==> src/core/log_writer_pkg.sv <==
`default_nettype none
package log_writer_pkg;
  // Event sources, fixed priority: lowest index is written first
  localparam int NSRC = 5;
  localparam int SRC_HW = 0;
  localparam int SRC_BC = 1;
  localparam int SRC_MT = 2;
  localparam int SRC_RT1 = 3;
  localparam int SRC_RT2 = 4;

  // Log region in RAM
  localparam logic [15:0] LOG_BASE = 16'h0180;
  localparam logic [15:0] LOG_LAST = 16'h01bf;
  localparam logic [15:0] HW_ADDR_WORD = 16'h0000;
  localparam int IDX_W = 5;
  localparam int CNT_W = 7;
  localparam logic [CNT_W-1:0] CNT_MAX = 7'h7f;
  localparam logic [2:0] PTR_TAG = 3'h6;

  // Register indices; byte address is four times the index
  localparam int ADDR_W = 10;
  localparam logic [7:0] REG_PTR = 8'h0a;
  localparam logic [7:0] REG_EN_BASE = 8'h10;
  localparam logic [7:0] REG_OE_BASE = 8'h18;
  localparam logic [7:0] REG_CTRL = 8'h20;
  localparam int CTRL_PKT_MON = 0;
  localparam int CTRL_SOFT_RST = 1;

  // AXI4-Lite responses
  localparam logic [1:0] RESP_OKAY = 2'h0;
  localparam logic [1:0] RESP_SLVERR = 2'h2;

  typedef enum logic [2:0] {
    ST_IDLE = 3'h1,
    ST_ID = 3'h2,
    ST_ADDR = 3'h4
  } wr_state_t;
endpackage
`default_nettype wire

==> src/core/interrupt_log_buffer_writer.sv <==
`default_nettype none
// Overview of operation
// - Log is 64 words at 0x0180..0x01BF.
// - Two words written per enabled record.
// - Pointer wraps to 0x0180 after 32nd record.
// - Pointer visible in bits 8:0 at 0x000A.
// - Id word even address, address word odd.
// - Id word mirrors source pending layout.
// - Hardware and controller ids use their layouts.
// - Monitor and terminal ids use their layouts.
// - Id word may hold several set bits.
// - Hardware records write address word zero.
// - Controller address word is block address.
// - Simple monitor uses command buffer address.
// - Packet monitor uses data buffer address.
// - Terminal uses descriptor table address.
// - One merged record per source per message.
// - Separate record for each source involved.
// - Output-enabled events ORed into one pulse.
// - Master and soft reset set pointer 0x0180.
// - Only enabled event bits are logged.
// - Count in 15:9 saturates, clears on read.
// - Pointer bits 8:6 read 110, always even.
// - Register reads 0x0180 after master reset.
module interrupt_log_buffer_writer
  import log_writer_pkg::*;
(
  // Clock and reset
  input wire logic aclk,
  input wire logic aresetn,
  // Interrupt events
  input wire logic [NSRC-1:0] ev_valid,
  input wire logic [NSRC-1:0][15:0] ev_bits,
  input wire logic [15:0] bc_block_addr,
  input wire logic [15:0] mt_cmd_addr,
  input wire logic [15:0] mt_pkt_addr,
  input wire logic [15:0] rt1_desc_addr,
  input wire logic [15:0] rt2_desc_addr,
  // Log RAM write port
  output logic ram_we,
  output logic [15:0] ram_addr,
  output logic [15:0] ram_wdata,
  // Host interrupt
  output logic host_irq,
  // Mode
  output logic packet_monitor_mode,
  // AXI4-Lite write
  input wire logic [ADDR_W-1:0] s_axi_awaddr,
  input wire logic s_axi_awvalid,
  output logic s_axi_awready,
  input wire logic [31:0] s_axi_wdata,
  input wire logic [3:0] s_axi_wstrb,
  input wire logic s_axi_wvalid,
  output logic s_axi_wready,
  output logic [1:0] s_axi_bresp,
  output logic s_axi_bvalid,
  input wire logic s_axi_bready,
  // AXI4-Lite read
  input wire logic [ADDR_W-1:0] s_axi_araddr,
  input wire logic s_axi_arvalid,
  output logic s_axi_arready,
  output logic [31:0] s_axi_rdata,
  output logic [1:0] s_axi_rresp,
  output logic s_axi_rvalid,
  input wire logic s_axi_rready
);

  typedef struct packed {
    wr_state_t st;
    logic [2:0] cur;
    logic [15:0] wr_aw;
    logic [IDX_W-1:0] rec;
    logic [CNT_W-1:0] cnt;
    logic [NSRC-1:0] busy;
    logic [NSRC-1:0][15:0] id_w;
    logic [NSRC-1:0][15:0] addr_w;
    logic [NSRC-1:0][15:0] en;
    logic [NSRC-1:0][15:0] oe;
    logic pkt_mon;
    logic irq;
    logic ram_we;
    logic [15:0] ram_addr;
    logic [15:0] ram_wdata;
    logic aw_have;
    logic w_have;
    logic [ADDR_W-1:0] awaddr;
    logic [31:0] wdata;
    logic [3:0] wstrb;
    logic bvalid;
    logic [1:0] bresp;
    logic rvalid;
    logic [31:0] rdata;
    logic [1:0] rresp;
  } state_t;

  state_t c;
  state_t n;
  logic [NSRC-1:0][15:0] src_aw;
  logic [15:0] ptr_word;
  logic [7:0] rd_idx;
  logic [7:0] wr_idx;

  // Address word per source
  always_comb begin
    src_aw[SRC_HW] = HW_ADDR_WORD;
    src_aw[SRC_BC] = bc_block_addr;
    src_aw[SRC_MT] = c.pkt_mon ? mt_pkt_addr : mt_cmd_addr;
    src_aw[SRC_RT1] = rt1_desc_addr;
    src_aw[SRC_RT2] = rt2_desc_addr;
  end

  assign ptr_word = {c.cnt, PTR_TAG, c.rec, 1'b0};
  assign rd_idx = s_axi_araddr[ADDR_W-1:2];
  assign wr_idx = c.awaddr[ADDR_W-1:2];

  always_comb begin
    logic [15:0] masked;
    logic irq_any;
    logic rd_clear;
    logic soft_rst;
    logic [15:0] wv;
    masked = '0;
    irq_any = 1'b0;
    rd_clear = 1'b0;
    soft_rst = 1'b0;
    wv = '0;
    n = c;
    n.ram_we = 1'b0;

    // Read channel
    if (c.rvalid && s_axi_rready) begin
      n.rvalid = 1'b0;
    end
    if (s_axi_arvalid && !c.rvalid) begin
      n.rvalid = 1'b1;
      n.rresp = RESP_OKAY;
      n.rdata = '0;
      if (rd_idx == REG_PTR) begin
        n.rdata[15:0] = ptr_word;
        rd_clear = 1'b1;
      end else if (rd_idx >= REG_EN_BASE && rd_idx < REG_EN_BASE + 8'(NSRC)) begin
        n.rdata[15:0] = c.en[3'(rd_idx - REG_EN_BASE)];
      end else if (rd_idx >= REG_OE_BASE && rd_idx < REG_OE_BASE + 8'(NSRC)) begin
        n.rdata[15:0] = c.oe[3'(rd_idx - REG_OE_BASE)];
      end else if (rd_idx == REG_CTRL) begin
        n.rdata[CTRL_PKT_MON] = c.pkt_mon;
      end else begin
        n.rresp = RESP_SLVERR;
      end
    end

    // Write channel: address and data taken in either order
    if (c.bvalid && s_axi_bready) begin
      n.bvalid = 1'b0;
    end
    if (s_axi_awvalid && !c.aw_have) begin
      n.aw_have = 1'b1;
      n.awaddr = s_axi_awaddr;
    end
    if (s_axi_wvalid && !c.w_have) begin
      n.w_have = 1'b1;
      n.wdata = s_axi_wdata;
      n.wstrb = s_axi_wstrb;
    end
    if (c.aw_have && c.w_have && !c.bvalid) begin
      n.aw_have = 1'b0;
      n.w_have = 1'b0;
      n.bvalid = 1'b1;
      n.bresp = RESP_OKAY;
      if (wr_idx >= REG_EN_BASE && wr_idx < REG_EN_BASE + 8'(NSRC)) begin
        wv = c.en[3'(wr_idx - REG_EN_BASE)];
        if (c.wstrb[0]) wv[7:0] = c.wdata[7:0];
        if (c.wstrb[1]) wv[15:8] = c.wdata[15:8];
        n.en[3'(wr_idx - REG_EN_BASE)] = wv;
      end else if (wr_idx >= REG_OE_BASE && wr_idx < REG_OE_BASE + 8'(NSRC)) begin
        wv = c.oe[3'(wr_idx - REG_OE_BASE)];
        if (c.wstrb[0]) wv[7:0] = c.wdata[7:0];
        if (c.wstrb[1]) wv[15:8] = c.wdata[15:8];
        n.oe[3'(wr_idx - REG_OE_BASE)] = wv;
      end else if (wr_idx == REG_CTRL) begin
        if (c.wstrb[0]) begin
          n.pkt_mon = c.wdata[CTRL_PKT_MON];
          soft_rst = c.wdata[CTRL_SOFT_RST];
        end
      end else if (wr_idx != REG_PTR) begin
        n.bresp = RESP_SLVERR;
      end else begin
        n.bresp = RESP_SLVERR;
      end
    end

    // Record writer
    case (c.st)
      ST_IDLE: begin
        for (int i = NSRC - 1; i >= 0; i--) begin
          if (c.busy[i]) begin
            n.cur = 3'(i);
          end
        end
        if (|c.busy) begin
          n.st = ST_ID;
          n.ram_we = 1'b1;
          n.ram_addr = LOG_BASE | {10'h000, c.rec, 1'b0};
          n.ram_wdata = c.id_w[n.cur];
          n.wr_aw = c.addr_w[n.cur];
          n.busy[n.cur] = 1'b0;
        end
      end
      ST_ID: begin
        n.st = ST_ADDR;
        n.ram_we = 1'b1;
        n.ram_addr = c.ram_addr | 16'h0001;
        n.ram_wdata = c.wr_aw;
      end
      ST_ADDR: begin
        n.st = ST_IDLE;
        n.rec = c.rec + 5'h01;
      end
      default: begin
        n.st = ST_IDLE;
      end
    endcase

    // Count: cleared by read, a record in the same cycle still counts
    if (rd_clear) begin
      n.cnt = '0;
    end
    if (c.st == ST_ADDR && n.cnt != CNT_MAX) begin
      n.cnt = n.cnt + 7'h01;
    end

    // Event capture; a new event wins over the slot being emptied
    for (int i = 0; i < NSRC; i++) begin
      masked = ev_bits[i] & c.en[i];
      if (ev_valid[i] && |masked) begin
        if (n.busy[i]) begin
          n.id_w[i] = n.id_w[i] | masked;
        end else begin
          n.id_w[i] = masked;
        end
        n.addr_w[i] = src_aw[i];
        n.busy[i] = 1'b1;
        irq_any = irq_any | (|(masked & c.oe[i]));
      end
    end
    n.irq = irq_any;

    if (soft_rst) begin
      n.rec = '0;
      n.cnt = '0;
      n.st = ST_IDLE;
      n.ram_we = 1'b0;
    end
  end

  always_ff @(posedge aclk) begin
    if (!aresetn) begin
      c <= '0;
      c.st <= ST_IDLE;
    end else begin
      c <= n;
    end
  end

  assign ram_we = c.ram_we;
  assign ram_addr = c.ram_addr;
  assign ram_wdata = c.ram_wdata;
  assign host_irq = c.irq;
  assign packet_monitor_mode = c.pkt_mon;
  assign s_axi_awready = !c.aw_have;
  assign s_axi_wready = !c.w_have;
  assign s_axi_bvalid = c.bvalid;
  assign s_axi_bresp = c.bresp;
  assign s_axi_arready = !c.rvalid;
  assign s_axi_rvalid = c.rvalid;
  assign s_axi_rdata = c.rdata;
  assign s_axi_rresp = c.rresp;

endmodule // interrupt_log_buffer_writer
`default_nettype wire

==> config.mk <==
export PLATFORM = sky130hd
export DESIGN_NAME = interrupt_log_buffer_writer
export DESIGN_NICKNAME = d
export VERILOG_FILES = /design/src/core/log_writer_pkg.sv /design/src/core/interrupt_log_buffer_writer.sv
export SDC_FILE = /design/constraint.sdc
export NUM_CORES = 1
export LEC_CHECK = 0
export ABC_AREA = 1
export CORE_ASPECT_RATIO = 1.25
export CORE_MARGIN = 5
export CORE_UTILIZATION = 45
export DETAILED_ROUTE_END_ITERATION = 6
export DONT_BUFFER_PORTS = 1
export GPL_ROUTABILITY_DRIVEN = 1
export GPL_TIMING_DRIVEN = 0
export SYNTH_ARGS = -nofsm -noshare
export SYNTH_HDL_FRONTEND = slang
export SYNTH_SLANG_ARGS = --single-unit
==> constraint.sdc <==
create_clock -name aclk -period 2.5 [get_ports aclk]
set_clock_uncertainty 0.05 [all_clocks]
set_input_delay 0.25 -clock aclk [delete_from_list [all_inputs] [get_ports aclk]]
set_output_delay 0.25 -clock aclk [all_outputs]
set_load 0.01 [all_outputs]
==> reports/metrics.yaml, run 1 <==
nets: 3831
status: "finished, violations left"
layout-drive-gt1-share: 0.07318
grt_first_pass_wirelength_microns: 163100
pwr-share-comb: 0.095
power_frac_clock: 0.475
routed_wl_microns: 116700
place_area_sq_um: 22760
place_hpwl_microns: 91280
dp_slack_ns: -0.4966
cts_buffers: 45
coreArea_sq_um: 48200
insertion_delay_ns: 0.61
arrival_ns: 2.96
violations: "negative setup slack"
yosysTopAreaCell: "dfxtp_1"
reg2reg_from: "c[78]"
hold_path.class: "input pin to register"
fin_crit_ns: 2.520
path_class: "register to register"
hold_violations: 0
cts.sink_count: 417
die_y_microns: 256.4
yosysMostFrequentCell: "nand2_1"
p_sw_w: 0.004122
dp.cells: 4007
stdcell_count: 4288
synth_seq_cells: 417
drv_slew: 0
ctsLongestPathBuffers: 3
synth_common_cells: "660 x nand2_1, 480 x inv_1, 417 x dfxtp_1"
async_flop_share: 0
required_ns: 2.94
post-route-drc-count: 0
die_w_microns: 207.1
grt_pass1_vias: 24001
ys_warn_count: 0
power.leakage_nw: 11.48
start_util: 0.4535
pin_count: 304
max_slew.worst_pin.slew_ns: 1.197
place.gp.congestion: 1.132
synth.distinct_cells: 42
gr-usage-all-layers: 0.4151
irDropWorstVdd_uv: 517.6
whs_path_depth: 3
yosysSeqAreaShare: 0.3819
rsz0062_at_grt: "true"
core.rowCount: 90
grt-ovfl-total: 0
drtIter0Drc: 3314
switching_share: 0.2615
r2r_setup_slack_ns: -0.02
fin_ws_ns: -0.02003
final_core_util: 0.5492
synthFlopType: "dfxtp_1"
area_growth_pct: 21.10
wl_per_cell_microns: 27.23
crit_start: "c[78]"
seq_power_share: 0.431
cts.clk_slew.worst_paths_ns: 0.06
avgViaCountPerCell: 5.903
cts_tree: "built"
cp-start-kind: "register"
drv_cap: 0
r2r_end: "c[145]"
antenna_found_initial: 10
grt_max_degree: 14
power_density_nw_per_um2: 595.4
netlist_instances: 3338
setup_viol: 3
syn_area_per_cell_sq_um: 6.548
yosysTopAreaCellShare: 0.3819
cts-root-buf: "clkbuf_16"
endpoint_kind: "register"
slew_headroom: 0.2018
fin_crit_sh: 1.008
ant_nets: 0
stdcell_area_sq_um: 26470
synth_area_sq_um: 21860
cp_max_fo: 10
max_freq_mhz: 396.8
post_cts_buffers: 0
vias: 25313
h-tree-depth: 2
intPower_w: 0.01164
die_area_sq_um: 53110
drtPass1Iterations: 6
reg2reg_depth: 9
synth_enable_flop_cells: 0
endpoint: "c[145]"
portBuffers: 0
synth_top_cells_by_area: "dfxtp_1 38%, nand2_1 11%, inv_1 8.2%"
## per-layer routing
layer / up-vias / global-route usage / wire, microns
met2: 1686 / 0.6611 / 51780
li1: 11340 / - / -
met3: 531 / 0.09365 / 10740
met5: - / 0 / 25
met1: 11752 / 0.4601 / 40430
met4: 4 / 0.3781 / 13770
## state kept, by name, indices dropped and copies added, names as in the netlist
register and flops:
s_axi_rdata 16, s_axi_bresp 1, ram_addr 7, s_axi_bvalid 1, s_axi_rresp 1, c 371, s_axi_rvalid 1, ram_we 1
ram_wdata 16, host_irq 1, packet_monitor_mode 1
## cell usage in the layout (no fill, tap or decap), drive strengths merged, types with 11 or more instances in the layout
master	Yosys	layout
nand2	664	664
inv	496	497
dfxtp	417	417
a21oi	341	341
nand3	340	340
o21ai	331	331
nor2	234	234
dlygate4sd3	0	194
clkbuf	126	185
buf	135	135
o211ai	82	82
o22ai	41	41
nand3b	32	32
conb	1	26
nand4	21	21
a31oi	16	16
clkinv	4	12
o221ai	11	11
o31ai	11	11
## area by class of cell
cell class	count	area [sq um]
clock buffers	62	1331
clock inverters	19	304.0
well taps	644	805.8
plain buffers	258	1314
inverters	500	1879
fillers	4716	21730
repair buffers	194	1942
flip-flops and latches	417	8348
diodes	9	22.52
multi-input cells	2185	10520
## repair_timing
item / CTS / global route
endpoints found under the setup margin: 111 / 122
resized for setup: 22 / 27
hold endpoints to repair: 172 / 0
hold buffers: 194 / 0
## worst max-delay path, stage by stage (launching register included)
cell	delay, ns
dfxtp_1	0.46
nor2_1	0.11
nand2_2	0.26
buf_2	0.36
inv_1	0.13
nand2_1	0.12
clkbuf_1	0.59
a21oi_1	0.14
o21ai_0	0.12
inv_1	0.06
## kinds of logic after synthesis
group	Yosys count	synth area share
AO/OA/AOI/OAI	844	0.2137
XOR/XNOR	3	0.001202
adder cells (fa/ha/maj)	2	0.001145
buffers and inverters	761	0.1454
flip-flops	417	0.3819
other	1	0.0001716
AND/OR/NAND/NOR	1310	0.2564
## per-stage QoR
stage / TNS (ns) / hold WS [ns] / power (W)
after global placement: -12.11 / 0.3399 / 0.008059
after CTS: 0 / 0.01134 / 0.01570
after floorplan: 0 / 0.3349 / 0.007567
after global routing: -0.05010 / 0.02487 / 0.01610
final: -0.03569 / 0.007180 / 0.01576
after detailed placement: -12.55 / 0.3417 / 0.008066
## power by group through the flow
stage / Combinational (W) / Clock [W] / Sequential, W
2_1_floorplan: 0.000666 / 0 / 0.00690
3_3_place_gp: 0.00114 / 0 / 0.00692
3_5_place_dp: 0.00115 / 0 / 0.00692
4_1_cts: 0.00143 / 0.00750 / 0.00678
5_1_grt: 0.00153 / 0.00777 / 0.00679
6_report: 0.00149 / 0.00748 / 0.00679
## worst min-delay path by stage
stage / startpoint / to / slack [ns]
floorplan: s_axi_wdata[0] / c[42] / 0.33
global placement: s_axi_wdata[6] / c[48] / 0.34
detailed placement: s_axi_wdata[12] / c[54] / 0.34
CTS: s_axi_arvalid / s_axi_rdata[6] / 0.01
global route: ev_valid[4] / c[345] / 0.02
finish: ev_valid[3] / c[334] / 0.007
Note: power is estimated with default switching activity, not from simulation.
==> run 2, diff against run 1 <==
CORE_ASPECT_RATIO = 2   (was 1.25)
CTS_CLUSTER_SIZE = 25   (was not set)
SKIP_LAST_GASP = 1   (was not set)
==> run 2 against run 1 <==
Against the previous run: via count is 3.8% higher; setup slack worse by 0.15 ns; total power decreased by 4.0%; utilization decreased by 0.29 points; first-iteration DRC count rose by 13%; critical path type is now input pin to register; highest routed layer unchanged; design area decreased by 0.51%; wire length up 13%; non-clock buffer count decreased by 5; global-route usage is 6.3 points higher; worst hold slack better by 0.0024 ns; critical endpoint is now s_axi_rdata[7]; the run ends with design-rule violations, negative setup slack left; clock power fell by 9.9%.
==> reports/metrics.yaml, run 2 (synthesis gave the netlist of run 1 again) <==
status: "finished, violations left"
cts.sink_count: 417  # unchanged
fin_crit_ns: 2.671  # +0.1508 ns
pwr-share-comb: 0.106  # +0.011
coreArea_sq_um: 48210  # about the same
required_ns: 2.97  # +0.03 ns
vias: 26283  # +3.8%
fin_ws_ns: -0.1709  # -0.1508 ns
place.gp.congestion: 1.138  # +0.52%
routed_wl_microns: 132100  # +13%
die_area_sq_um: 53350  # +0.45%
drv_slew: 0  # unchanged
final_cell_mix: "654 x nand2_1, 478 x inv_1, 417 x dfxtp_1"
dp.cells: 4001  # -0.15%
power_frac_clock: 0.446  # -0.029
setup_viol: 10  # +7
ctsLongestPathBuffers: 3  # unchanged
cts.clk_slew.worst_paths_ns: 0.07  # about the same
rsz0062_at_grt: "true"
hold_violations: 0  # unchanged
r2r_setup_slack_ns: -0.05  # -0.03 ns
arrival_ns: 3.14  # +0.18 ns
grtUsageMet2: 0.7634  # +0.1022
intPower_w: 0.01095  # -5.9%
cts_buffers: 41  # -8.9%
post-route-drc-count: 4  # +4
drv_cap: 0  # unchanged
crit_slowest_cell: "clkbuf_1"
seq_power_share: 0.448  # +0.017
fin_crit_sh: 1.068  # +0.06034
endpoint_kind: "register"
power_density_nw_per_um2: 574.6  # -3.5%
stdcell_area_sq_um: 26340  # -0.51%
cts_tree: "built"
wl_per_cell_microns: 30.98  # +14%
ant_nets: 0  # unchanged
power.leakage_nw: 11.42  # -0.49%
switching_share: 0.2766  # +0.01502
cpMostUsedCell: "o21ai_0"
drtIter0Drc: 3752  # +13%
hold_path.class: "input pin to register"
grt_use_met1: 0.4540  # -0.006038
pin_count: 304  # unchanged
die_w_microns: 165.8  # -20%
place_hpwl_microns: 100100  # +9.6%
globalRoute.busiestLayer: "met2"
avgViaCountPerCell: 6.162  # +4.4%
p_sw_w: 0.004185  # +1.5%
grt_max_degree: 16  # +2
final_common_cell: "nand2_1"
antenna_found_initial: 6  # -4
cts-root-buf: "clkbuf_16"
critical_path.top_delay_family: "compound AO/OA/AOI/OAI gates"
violations: "design-rule violations, negative setup slack"
start_util: 0.4534  # about the same
largest_reg_flops: 371  # unchanged
slew_headroom: 0.1513  # -0.05057
insertion_delay_ns: 0.58  # -0.03 ns
layout-drive-gt1-share: 0.08225  # +0.009075
drtPass1Iterations: 7  # +1
cp-start-kind: "input pin"
h-tree-depth: 2  # unchanged
cp_cell_sequence: "buf_2 > clkbuf_1 > o21ai_0 > o211ai_1 > o211ai_1 > o21ai_0 > o21ai_0 > inv_1"
gr-usage-all-layers: 0.4779  # +0.06279
cp_max_fo: 10  # unchanged
path_class: "input pin to register"
nets: 3822  # -0.23%
grt_pass1_vias: 25436  # +6.0%
core.rowCount: 114  # +27%
irDropWorstVdd_uv: 479.7  # -7.3%
max_slew.worst_pin.slew_ns: 1.273  # +0.07586 ns
top_register: "c"
worst-path-buf-inv: 3  # -1
stdcell_count: 4265  # -0.54%
final_core_util: 0.5463  # -0.002948
globalRouteMet3Util: 0.1386  # +0.04499
die_y_microns: 321.7  # +25%
max_freq_mhz: 374.4  # -5.6%
portBuffers: 0  # unchanged
cpPeakStageDelay_ns: 0.89  # +0.30 ns
fillCellCount: 4722  # +0.13%
area_growth_pct: 20.49
grt_first_pass_wirelength_microns: 183300  # +12%
place_area_sq_um: 22750  # about the same
whs_ns: 0.009601  # +0.002421 ns
grt-ovfl-total: 0  # unchanged
-- run 2: cell types whose count changed in the layout (fill, tap and decap cells not counted), moves of 7 or more --
cell	previous run	this run
dlygate4sd3_1	194	177
buf_4	73	89
buf_2	43	34
clkbuf_1	115	107
nand3_1	337	330
nand3_2	3	10
o21ai_0	299	292
o21ai_1	26	33
-- run 2: worst register-to-register path, cell delays in order (launching register included) --
cell and delay [ns]:
dfxtp_1 0.39, inv_2 0.09, nand2_1 0.06, nand2_1 0.06, nand2_1 0.05, nand2_2 0.16
nand2_2 0.21, clkbuf_1 0.25, o21ai_0 0.50, nand2_1 0.33, a21oi_1 0.22, nor2_1 0.06
-- run 2: repair_timing --
action                                 in CTS  in global routing
hold buffers                              177                  0
resized for setup                          37                 68
endpoints found under the hold margin     155                  0
setup endpoints to repair                 175                212
setup buffers                               3                 11
pin swaps                                   1                  5
-- run 2: layout make-up --
type	count	area, sq um	area share
antenna	4	10.01	0.0003801
timing repair buffer	191	1914	0.07269
clock inverter	17	198.9	0.007554
multi-input combinational	2185	10620	0.4034
clock buffer	57	1196	0.04542
sequential	417	8348	0.3170
tap	638	798.3	0.03031
inverter	500	1887	0.07164
buffer	256	1360	0.05164
-- run 2: path summary, 6_finish.rpt --
check / start / end / cells after the start
worst min-delay path: ev_bits[34] / c[395] / 4
worst min register to register: c[353] / c[353] / 2
worst max-delay path: s_axi_araddr[3] / s_axi_rdata[7] / 8
worst max register to register: c[445] / c[461] / 11
-- run 2: per-stage QoR --
step / total power (W) / worst slack, ns / TNS, ns
after global routing: 0.01537 / -0.08022 / -0.7293
after global placement: 0.008117 / -1.571 / -40.66
after detailed placement: 0.008132 / -1.594 / -43.88
after floorplan: 0.007567 / 0.4928 / 0
final: 0.01513 / -0.1709 / -0.3227
after CTS: 0.01494 / -0.1303 / -0.1859
-- run 2: per-layer routing --
metal  vias up  wire length (microns)  share of wire
met3       800                  13440           0.10
met1     12106                  39000           0.30
met5         -                     23        0.00017
met4         4                  20860           0.16
met2      2060                  58810           0.45
li1      11313                      -              -
-- run 2: power groups by stage --
stage	logic, W	clock network, W	registers, W
after global placement	0.00120	0	0.00692
after CTS	0.00147	0.00669	0.00677
after floorplan	0.000666	0	0.00690
final	0.00161	0.00674	0.00678
after global routing	0.00163	0.00695	0.00678
after detailed placement	0.00121	0	0.00692
